`config.mk`:
```
export PLATFORM = sky130hd
export DESIGN_NAME = dual_pll_control_registers
export DESIGN_NICKNAME = d
export VERILOG_FILES = /design/src/pll_regs_pkg.sv /design/src/pll_ctrl_decode.sv /design/src/dual_pll_control_registers.sv
export SDC_FILE = /design/constraint.sdc
export NUM_CORES = 1
export LEC_CHECK = 0
export BUFFER_PORTS_ARGS = -buffer_cell sky130_fd_sc_hd__buf_2
export CAP_MARGIN = 20
export CORE_MARGIN = 4
export CORE_UTILIZATION = 35
export DETAILED_ROUTE_END_ITERATION = 10
export GPL_TIMING_DRIVEN = 0
export PLACE_DENSITY = 0.57
export SETUP_SLACK_MARGIN = 0.15
export SKIP_LAST_GASP = 1
export SYNTH_ARGS = -nofsm -noshare
export SYNTH_HDL_FRONTEND = slang
export SYNTH_SLANG_ARGS = --single-unit
```
`constraint.sdc`:
```
create_clock -name clk -period 5.1 [get_ports clk]
set_clock_uncertainty 0.15 [all_clocks]
set_input_delay 0.255 -clock clk [delete_from_list [all_inputs] [get_ports clk]]
set_output_delay 0.255 -clock clk [all_outputs]
set_load 0.03 [all_outputs]
```
`src/pll_regs_pkg.sv`:
```
package pll_regs_pkg;

  // ----------------------------------------------------------------
  // Register offsets.
  // ----------------------------------------------------------------
  localparam logic [7:0] ADDR_FEEDBACK = 8'h03;
  localparam logic [7:0] ADDR_BYPASS = 8'h0A;
  localparam logic [7:0] ADDR_DOUBLER = 8'h0C;
  localparam logic [7:0] ADDR_LOOP = 8'h10;
  localparam logic [7:0] ADDR_OSC_OUT = 8'h11;
  localparam logic [7:0] ADDR_PUMP2 = 8'h12;
  localparam logic [7:0] ADDR_BAND = 8'h1F;

  // ----------------------------------------------------------------
  // Reset values.
  // ----------------------------------------------------------------
  localparam logic [7:0] RST_FEEDBACK = 8'h00;
  localparam logic [7:0] RST_BYPASS = 8'h00;
  localparam logic [7:0] RST_DOUBLER = 8'h00;
  localparam logic [7:0] RST_LOOP = 8'h58;
  localparam logic [7:0] RST_OSC_OUT = 8'h00;
  localparam logic [7:0] RST_PUMP2 = 8'h18;
  localparam logic [7:0] RST_BAND = 8'h00;

  // ----------------------------------------------------------------
  // Implemented bits; reserved positions are masked to zero.
  // ----------------------------------------------------------------
  localparam logic [7:0] MASK_FEEDBACK = 8'h81;
  localparam logic [7:0] MASK_BYPASS = 8'h01;
  localparam logic [7:0] MASK_DOUBLER = 8'hBF;
  localparam logic [7:0] MASK_LOOP = 8'hDF;
  localparam logic [7:0] MASK_OSC_OUT = 8'hFF;
  localparam logic [7:0] MASK_PUMP2 = 8'h7F;
  localparam logic [7:0] MASK_BAND = 8'h01;

  // ----------------------------------------------------------------
  // Field positions.
  // ----------------------------------------------------------------
  localparam int BIT_FB_PRODUCT = 0;
  localparam int BIT_FB_MSB = 7;
  localparam int BIT_STAGE1_BYPASS = 0;
  localparam int BIT_DOUBLER = 7;
  localparam int PREDIV_LSB = 0;
  localparam int BIT_POLARITY = 6 + 1;
  localparam int BIT_FORCE_CV = 6;
  localparam int PUMP_LSB = 0;
  localparam int BIT_BUF_POWER = 7;
  localparam int BIT_BUF_FORMAT = 6;
  localparam int BIT_OFS_EN = 5;
  localparam int OFS_LSB = 0;
  localparam int AMP_LSB = 5;
  localparam int BIT_BAND = 0;

  // ----------------------------------------------------------------
  // Charge-pump current steps in microamperes.
  // ----------------------------------------------------------------
  localparam int PUMP1_STEP_UA = 50;
  localparam int PUMP2_STEP_UA = 200;

  // ----------------------------------------------------------------
  // Types.
  // ----------------------------------------------------------------
  typedef enum logic [0:0] {
    SRC_PREDIV = 1'b0,
    SRC_DOUBLER = 1'b1
  } stage2_src_t;

  typedef struct packed {
    logic wr;
    logic rd;
    logic [7:0] addr;
    logic [7:0] wdata;
  } reg_req_t;

  typedef struct packed {
    stage2_src_t second_stage_source;
    logic [5:0] second_stage_prediv;
    logic feedback_product_select;
    logic secondary_feedback_divider_msb;
    logic first_stage_enable;
    logic oscillator_polarity;
    logic force_control_voltage;
    logic [10:0] first_stage_pump_ua;
    logic [12:0] second_stage_pump_ua;
    logic osc_buffer_power;
    logic osc_buffer_format;
    logic [1:0] osc_buffer_amplitude;
    logic phase_offset_enable;
    logic [4:0] phase_offset;
    logic oscillator_band_select;
  } pll_ctrl_t;

endpackage

```
`src/pll_ctrl_decode.sv`:
```
`timescale 1ns/1ps
module pll_ctrl_decode (
  // Clock, reset and enable.
  input wire logic clk,
  input wire logic srst,
  input wire logic ce,
  // Register contents.
  input wire logic [7:0] feedback_r,
  input wire logic [7:0] bypass_r,
  input wire logic [7:0] doubler_r,
  input wire logic [7:0] loop_r,
  input wire logic [7:0] osc_out_r,
  input wire logic [7:0] pump2_r,
  input wire logic [7:0] band_r,
  // Decoded controls.
  output pll_regs_pkg::pll_ctrl_t ctrl_r
);

  // ----------------------------------------------------------------
  // Field decode.
  // ----------------------------------------------------------------
  function automatic pll_regs_pkg::pll_ctrl_t decode(
    input logic [7:0] fb,
    input logic [7:0] byp,
    input logic [7:0] dbl,
    input logic [7:0] lp,
    input logic [7:0] osc,
    input logic [7:0] p2,
    input logic [7:0] bnd
  );
    pll_regs_pkg::pll_ctrl_t c;
    logic [10:0] code1;
    logic [12:0] code2;
    c = '0;
    code1 = {6'h00, lp[pll_regs_pkg::PUMP_LSB +: 5]} + 11'h001;
    code2 = {8'h00, p2[pll_regs_pkg::PUMP_LSB +: 5]} + 13'h0001;
    c.second_stage_source = pll_regs_pkg::stage2_src_t'(dbl[pll_regs_pkg::BIT_DOUBLER]);
    c.second_stage_prediv = dbl[pll_regs_pkg::BIT_DOUBLER] ? 6'h00 : dbl[pll_regs_pkg::PREDIV_LSB +: 6];
    c.feedback_product_select = fb[pll_regs_pkg::BIT_FB_PRODUCT];
    c.secondary_feedback_divider_msb = fb[pll_regs_pkg::BIT_FB_MSB];
    c.first_stage_enable = ~byp[pll_regs_pkg::BIT_STAGE1_BYPASS];
    c.oscillator_polarity = lp[pll_regs_pkg::BIT_POLARITY];
    c.force_control_voltage = lp[pll_regs_pkg::BIT_FORCE_CV];
    c.first_stage_pump_ua = 11'(code1 * 11'(pll_regs_pkg::PUMP1_STEP_UA));
    c.second_stage_pump_ua = 13'(code2 * 13'(pll_regs_pkg::PUMP2_STEP_UA));
    c.osc_buffer_power = osc[pll_regs_pkg::BIT_BUF_POWER];
    c.osc_buffer_format = osc[pll_regs_pkg::BIT_BUF_FORMAT];
    c.phase_offset_enable = osc[pll_regs_pkg::BIT_OFS_EN];
    c.phase_offset = osc[pll_regs_pkg::OFS_LSB +: 5];
    c.osc_buffer_amplitude = p2[pll_regs_pkg::AMP_LSB +: 2];
    c.oscillator_band_select = bnd[pll_regs_pkg::BIT_BAND];
    return c;
  endfunction

  // ----------------------------------------------------------------
  // Registered controls.
  // ----------------------------------------------------------------
  always_ff @(posedge clk) begin
    if (srst) begin
      ctrl_r <= decode(pll_regs_pkg::RST_FEEDBACK, pll_regs_pkg::RST_BYPASS, pll_regs_pkg::RST_DOUBLER,
                       pll_regs_pkg::RST_LOOP, pll_regs_pkg::RST_OSC_OUT, pll_regs_pkg::RST_PUMP2,
                       pll_regs_pkg::RST_BAND);
    end else if (ce) begin
      ctrl_r <= decode(feedback_r, bypass_r, doubler_r, loop_r, osc_out_r, pump2_r, band_r);
    end
  end

endmodule

```
`src/dual_pll_control_registers.sv`:
```
`timescale 1ns/1ps
module dual_pll_control_registers (
  // Clock, reset and enable.
  input wire logic clk,
  input wire logic srst,
  input wire logic ce,
  // Register access.
  input wire pll_regs_pkg::reg_req_t req,
  output logic [7:0] rdata_r,
  output logic rvalid_r,
  // Decoded PLL controls.
  output pll_regs_pkg::pll_ctrl_t ctrl_r
);

  logic [7:0] feedback_r;
  logic [7:0] bypass_r;
  logic [7:0] doubler_r;
  logic [7:0] loop_r;
  logic [7:0] osc_out_r;
  logic [7:0] pump2_r;
  logic [7:0] band_r;
  logic [7:0] rdata_nxt;

  // ----------------------------------------------------------------
  // Configuration registers.
  // ----------------------------------------------------------------
  always_ff @(posedge clk) begin
    if (srst) begin
      feedback_r <= pll_regs_pkg::RST_FEEDBACK;
    end else if (ce && req.wr && req.addr == pll_regs_pkg::ADDR_FEEDBACK) begin
      feedback_r <= req.wdata & pll_regs_pkg::MASK_FEEDBACK;
    end
  end

  always_ff @(posedge clk) begin
    if (srst) begin
      bypass_r <= pll_regs_pkg::RST_BYPASS;
    end else if (ce && req.wr && req.addr == pll_regs_pkg::ADDR_BYPASS) begin
      bypass_r <= req.wdata & pll_regs_pkg::MASK_BYPASS;
    end
  end

  always_ff @(posedge clk) begin
    if (srst) begin
      doubler_r <= pll_regs_pkg::RST_DOUBLER;
    end else if (ce && req.wr && req.addr == pll_regs_pkg::ADDR_DOUBLER) begin
      doubler_r <= req.wdata & pll_regs_pkg::MASK_DOUBLER;
    end
  end

  always_ff @(posedge clk) begin
    if (srst) begin
      loop_r <= pll_regs_pkg::RST_LOOP;
    end else if (ce && req.wr && req.addr == pll_regs_pkg::ADDR_LOOP) begin
      loop_r <= req.wdata & pll_regs_pkg::MASK_LOOP;
    end
  end

  always_ff @(posedge clk) begin
    if (srst) begin
      osc_out_r <= pll_regs_pkg::RST_OSC_OUT;
    end else if (ce && req.wr && req.addr == pll_regs_pkg::ADDR_OSC_OUT) begin
      osc_out_r <= req.wdata & pll_regs_pkg::MASK_OSC_OUT;
    end
  end

  always_ff @(posedge clk) begin
    if (srst) begin
      pump2_r <= pll_regs_pkg::RST_PUMP2;
    end else if (ce && req.wr && req.addr == pll_regs_pkg::ADDR_PUMP2) begin
      pump2_r <= req.wdata & pll_regs_pkg::MASK_PUMP2;
    end
  end

  always_ff @(posedge clk) begin
    if (srst) begin
      band_r <= pll_regs_pkg::RST_BAND;
    end else if (ce && req.wr && req.addr == pll_regs_pkg::ADDR_BAND) begin
      band_r <= req.wdata & pll_regs_pkg::MASK_BAND;
    end
  end

  // ----------------------------------------------------------------
  // Read-back path.
  // ----------------------------------------------------------------
  always_comb begin
    if (req.addr == pll_regs_pkg::ADDR_FEEDBACK) begin
      rdata_nxt = feedback_r;
    end else if (req.addr == pll_regs_pkg::ADDR_BYPASS) begin
      rdata_nxt = bypass_r;
    end else if (req.addr == pll_regs_pkg::ADDR_DOUBLER) begin
      rdata_nxt = doubler_r;
    end else if (req.addr == pll_regs_pkg::ADDR_LOOP) begin
      rdata_nxt = loop_r;
    end else if (req.addr == pll_regs_pkg::ADDR_OSC_OUT) begin
      rdata_nxt = osc_out_r;
    end else if (req.addr == pll_regs_pkg::ADDR_PUMP2) begin
      rdata_nxt = pump2_r;
    end else if (req.addr == pll_regs_pkg::ADDR_BAND) begin
      rdata_nxt = band_r;
    end else begin
      rdata_nxt = 8'h00;
    end
  end

  always_ff @(posedge clk) begin
    if (srst) begin
      rdata_r <= 8'h00;
      rvalid_r <= 1'b0;
    end else if (ce) begin
      rvalid_r <= req.rd;
      if (req.rd) begin
        rdata_r <= rdata_nxt;
      end
    end
  end

  // ----------------------------------------------------------------
  // Control decode.
  // ----------------------------------------------------------------
  pll_ctrl_decode u_decode (
    .clk(clk),
    .srst(srst),
    .ce(ce),
    .feedback_r(feedback_r),
    .bypass_r(bypass_r),
    .doubler_r(doubler_r),
    .loop_r(loop_r),
    .osc_out_r(osc_out_r),
    .pump2_r(pump2_r),
    .band_r(band_r),
    .ctrl_r(ctrl_r)
  );
endmodule

```
# Word level (Yosys, flattened, before mapping)
# Index checks and enable logic that the tools add are counted.
[classes]
reduce_logical = 9
addsub = 2
n_eq_ne = 7
div = 0
n_bitwise = 1
multipliers = 2
n_shift = 0
magnitude_cmp = 0
muxes = 8
[ops]
columns = ["op", "n"]
rows = [
  ["$mux W8", 5],
  ["$eq A8 B5 Y1 const B", 4],
  ["$eq A8 B4 Y1 const B", 2],
  ["$mul A13 B5 Y10 const B", 1],
  ["$add A5 B1 Y6 const B", 2],
  ["$mul A11 B5 Y10 const B", 1],
  ["$eq A8 B2 Y1 const B", 1],
  ["$logic_and A1 B1 Y1", 8],
  ["$mux W7", 1],
  ["$mux W6", 1],
  ["$reduce_and A2 Y1", 1],
  ["$mux W1", 1],
  ["$not A1 Y1", 1],
]
[word_totals]
mem_bits_ro = 0
output_inout_bits = 56
input_bits = 21
wordCells = 53
memories = 0
ramBits = 0
ff_bits = 85
latchBits = 0

# Depth between registers and ports, before layout
[logic_depth]
depth_word = 8
ltp_mapped = 12
mapped_depth_nobuf = 11

# Hierarchy
# Synthesis repeated with hierarchy kept, for this count alone.
[hier_totals]
cells_unflattened = 492
hier_area_um2 = 4493.1
[by_module_without_submodules]
columns = ["module", "cells_per_inst", "area_each_um2", "instances"]
rows = [
  ["pll_ctrl_decode", 266, 2534.9, 1],
  ["dual_pll_control_registers", 226, 1958.1, 1],
]

# Worst setup path after synthesis
# OpenSTA, ideal clock, no wires.
[synth_timing]
kind = "flip-flop to flip-flop"
start = "register pump2_r[0]"
end = "register u_decode.ctrl_r[23] (netlist name)"
path_slack_ps = 1627
period_less_slack_ps = 3473
arrival_time_ps = 3203
setup_ps = 120
path_stages_with_launch = 12
path_buffers = 0
cell_sequence = "dfxtp_1 > ha_1 > nand3_1 > xor2_1 > xor2_1 > ha_1 > ha_1 > ha_1 > and3_1 > a2111oi_0 > xnor3_1 > a211o_1"
[synth_via]
elab_chain_cells = 2
[synth_rtl]
columns = ["element", "line", "source"]
rows = [
  ["start, declared", "dual_pll_control_registers.sv:20", "logic [7:0] pump2_r;"],
  ["start signal, assigned", "dual_pll_control_registers.sv:69", "pump2_r <= pll_regs_pkg::RST_PUMP2;"],
  ["start signal, assigned", "dual_pll_control_registers.sv:71", "pump2_r <= req.wdata & pll_regs_pkg::MASK_PUMP2;"],
  ["$add A5 B1 Y6", "pll_ctrl_decode.sv:36", "code2 = {8'h00, p2[pll_regs_pkg::PUMP_LSB +: 5]} + 13'h0001;"],
  ["$mul A13 B5 Y10", "pll_ctrl_decode.sv:45", "c.second_stage_pump_ua = 13'(code2 * 13'(pll_regs_pkg::PUMP2_STEP_UA));"],
]
# Every way passes these cells.
# A chain may end at the register's enable or synchronous reset.

# Worst setup path after layout
[layout_timing]
start = "register pump2_r[0]"
end = "register u_decode.ctrl_r[23] (netlist name)"
[layout_via]
elab_chain_cells = 2
[layout_rtl]
columns = ["element", "line"]
rows = [
  ["$add A5 B1 Y6", "pll_ctrl_decode.sv:36"],
  ["$mul A13 B5 Y10", "pll_ctrl_decode.sv:45"],
]
# Every way passes these cells.

==> impl_metrics.ini <==
[job]
maxCapViolCount = 0

[worst_setup_path]
r2r_slack_ps = 950
crit_path_end_kind = flip-flop
critPathKind = flip-flop to flip-flop
crit_family = adder cells
arrival_ps = 4230
cp.required_ps = 5180
path_max_fanout = 8
crit_path_start_kind = flip-flop
slowest_stage = a2111oi_0
worstPathCellList = ha_1 -> nand3_1 -> xor2_1 -> xor2_1 -> ha_1 -> ha_1 -> ha_1 -> and3_1 -> a2111oi_0 -> xnor3_1 -> a211o_1
crit_top_cell = ha_1
slowest_delay_ps = 660
worstPathBufferInverterCount = 0

[clocking]
cts_tree = built
htreeDepth = 3
cts_resized = 0
clock-sinks = 85
cts_buffer_depth = 2
postCtsHoldBufs = 0
clk_root_buffer_cell = clkbuf_16
worstSkewPairLatency_ps = 340
cts_setup_buffers = 0
cts_buffers = 9
clkSlewWorstSetupHoldPaths_ps = 70

[yosys]
synth_area_leaders = dfxtp_1 (38%), mux2i_1 (11%), ha_1 (10%)
ys_seq_area_frac = 0.377
yosys_most_used_dff = dfxtp_1
post-synth-top-area-fraction = 0.377
yosysTopAreaCell = dfxtp_1
synth_area_per_cell_um2 = 9.09
syn_area_um2 = 4520
synth-seq-cells = 85
synth_cell_type_count = 51
yosysWarnings = 0
synth-edff-count = 0
synth_cells = 497
async_flop_share = 0

[pwr]
p_sw_frac = 0.249
p_int_mw = 1.08
leakagePower_nw = 2.56
seq_power_share = 0.467
p_per_area_nw_per_um2 = 268
p_sw_mw = 0.359
p_clk_frac = 0.455
peakVddDrop_v = 0.000135
combPwrFrac = 0.079

[global_routing]
grt_pass1_vias = 3807
overflow = 0
grtUsageTotal = 0.176
grt_first_pass_wirelength_mm = 20.1
grt_max_degree = 15
antenna_found_initial = 0

[sta]
setup_violations = 0
worst_slew_pin_slew_ps = 926
period_needed_ps = 4150
slew_headroom = 0.377
period_share = 0.814
finalSetupTns_ps = 0
finalHoldViolCount = 0
slew_viol_final = 0
max_freq_mhz = 241
grt_setup_unrepaired = no
fin_hold_ws_ps = 42.1

[cells_and_area]
final_common_cell = dfxtp_1
num_antenna_cells = 0
nNetsFinal = 640
final_cells = 758
stdcell_area_um2 = 5390
n_fill_cell = 1297
multi_input_area_um2 = 2620
ff_latch_area_um2 = 1700
layout_common_cells = dfxtp_1 (85), nor2_1 (79), buf_2 (72)
syn_to_final_growth_pct = 19.2
final_layout_size_suffix_gt1_frac = 0.167

[route]
avgViaCountPerCell = 4.99
first_pass_iters = 5
vias = 3786
ant_nets = 0
drt_wl_total_mm = 12.6
drt_iter0_drc = 156
wire_per_inst_um = 16.6
remaining_drc_errors = 0

[place]
port_buffers = 70
dp.cells = 742
globalplace.congestion = 0.859
dp_hpwl_mm = 9.59
placed_cell_area_um2 = 5100

[floorplan]
core_um2 = 12600
die_h_um = 122
ios = 77
dieArea_um2 = 14800
initial_core_util = 0.358
die_x_um = 122
row_count = 41

[run_status]
status = completed

[worst_hold_path]
hold_class = input pin to flip-flop
[cells in the mapped netlist (8+ instances only)]
master and count:
nand2_1 15, nor2_1 79, mux2i_1 48, inv_1 16, ha_1 36, clkbuf_1 22
nand3_1 8, dfxtp_1 85, nor2b_1 15, xor2_1 13, xnor2_1 8, nand2b_1 20
o21ai_0 12, a211o_1 13, a21oi_1 18
[kinds of logic after synthesis]
logic type               count (synthesis)  synth area share
multiplexers                            49             0.109
flip-flops                              85             0.377
other                                    1          0.000830
adder cells (fa/ha/maj)                 38             0.109
AO/OA/AOI/OAI                           80             0.120
XOR/XNOR                                23            0.0507
buffers and inverters                   48            0.0454
AND/OR/NAND/NOR                        173             0.190
[worst min-delay path, cell delays in order]
cell and delay, ps:
buf_2 100, mux2i_1 70, nor2_1 70
[layer usage]
| layer | global-route usage | vias to the layer above | share of wire | wire [um] |
|---|---|---|---|---|
| met5 | 0 | - | 0 | 0 |
| met2 | 0.280 | 87 | 0.46 | 5760 |
| met3 | 0.0237 | 15 | 0.039 | 492 |
| met1 | 0.242 | 1790 | 0.49 | 6130 |
| li1 | - | 1894 | - | - |
| met4 | 0.0672 | 0 | 0.018 | 230 |
[power groups by stage]
stage / Sequential (mW) / Clock, mW / Combinational, mW
finish: 0.673 / 0.656 / 0.113
global route: 0.673 / 0.693 / 0.123
CTS: 0.673 / 0.669 / 0.114
detailed placement: 0.688 / 0 / 0.113
global placement: 0.688 / 0 / 0.113
floorplan: 0.700 / 0 / 0.0583
[final cells by class]
class,instances,share of cell area
Multi-Input combinational cell,367,0.487
Sequential cell,85,0.316
Timing Repair Buffer,70,0.0650
Clock buffer,10,0.0425
Tap cell,172,0.0399
Buffer,32,0.0269
Clock inverter,6,0.0118
Inverter,16,0.0111
[flip-flops by register name, summed over array words and instances, names as in the netlist]
name,cells
u_decode.ctrl_r,43
osc_out_r,8
rdata_r,8
doubler_r,7
loop_r,7
pump2_r,7
feedback_r,2
band_r,1
bypass_r,1
rvalid_r,1
[worst paths after layout]
path / start / end / cells after the start
max: pump2_r[0]$_SDFFE_PP0P_ / u_decode.ctrl_r[23]$_SDFFE_PP1P_ / 11
min: req[6] / pump2_r[6]$_SDFFE_PP0P_ / 3
max reg2reg: pump2_r[0]$_SDFFE_PP0P_ / u_decode.ctrl_r[23]$_SDFFE_PP1P_ / 11
min reg2reg: rdata_r[6]$_SDFFE_PP0P_ / rdata_r[6]$_SDFFE_PP0P_ / 2
[per-stage QoR]
step / power [mW] / util / worst slack [ps]
6_report: 1.44 / 0.427 / 949
5_1_grt: 1.49 / 0.427 / 748
4_1_cts: 1.46 / 0.427 / 1020
3_5_place_dp: 0.801 / 0.404 / 1040
3_3_place_gp: 0.801 / 0.404 / 1140
2_1_floorplan: 0.758 / - / 1630
Note: power is estimated with default switching activity, not from simulation.
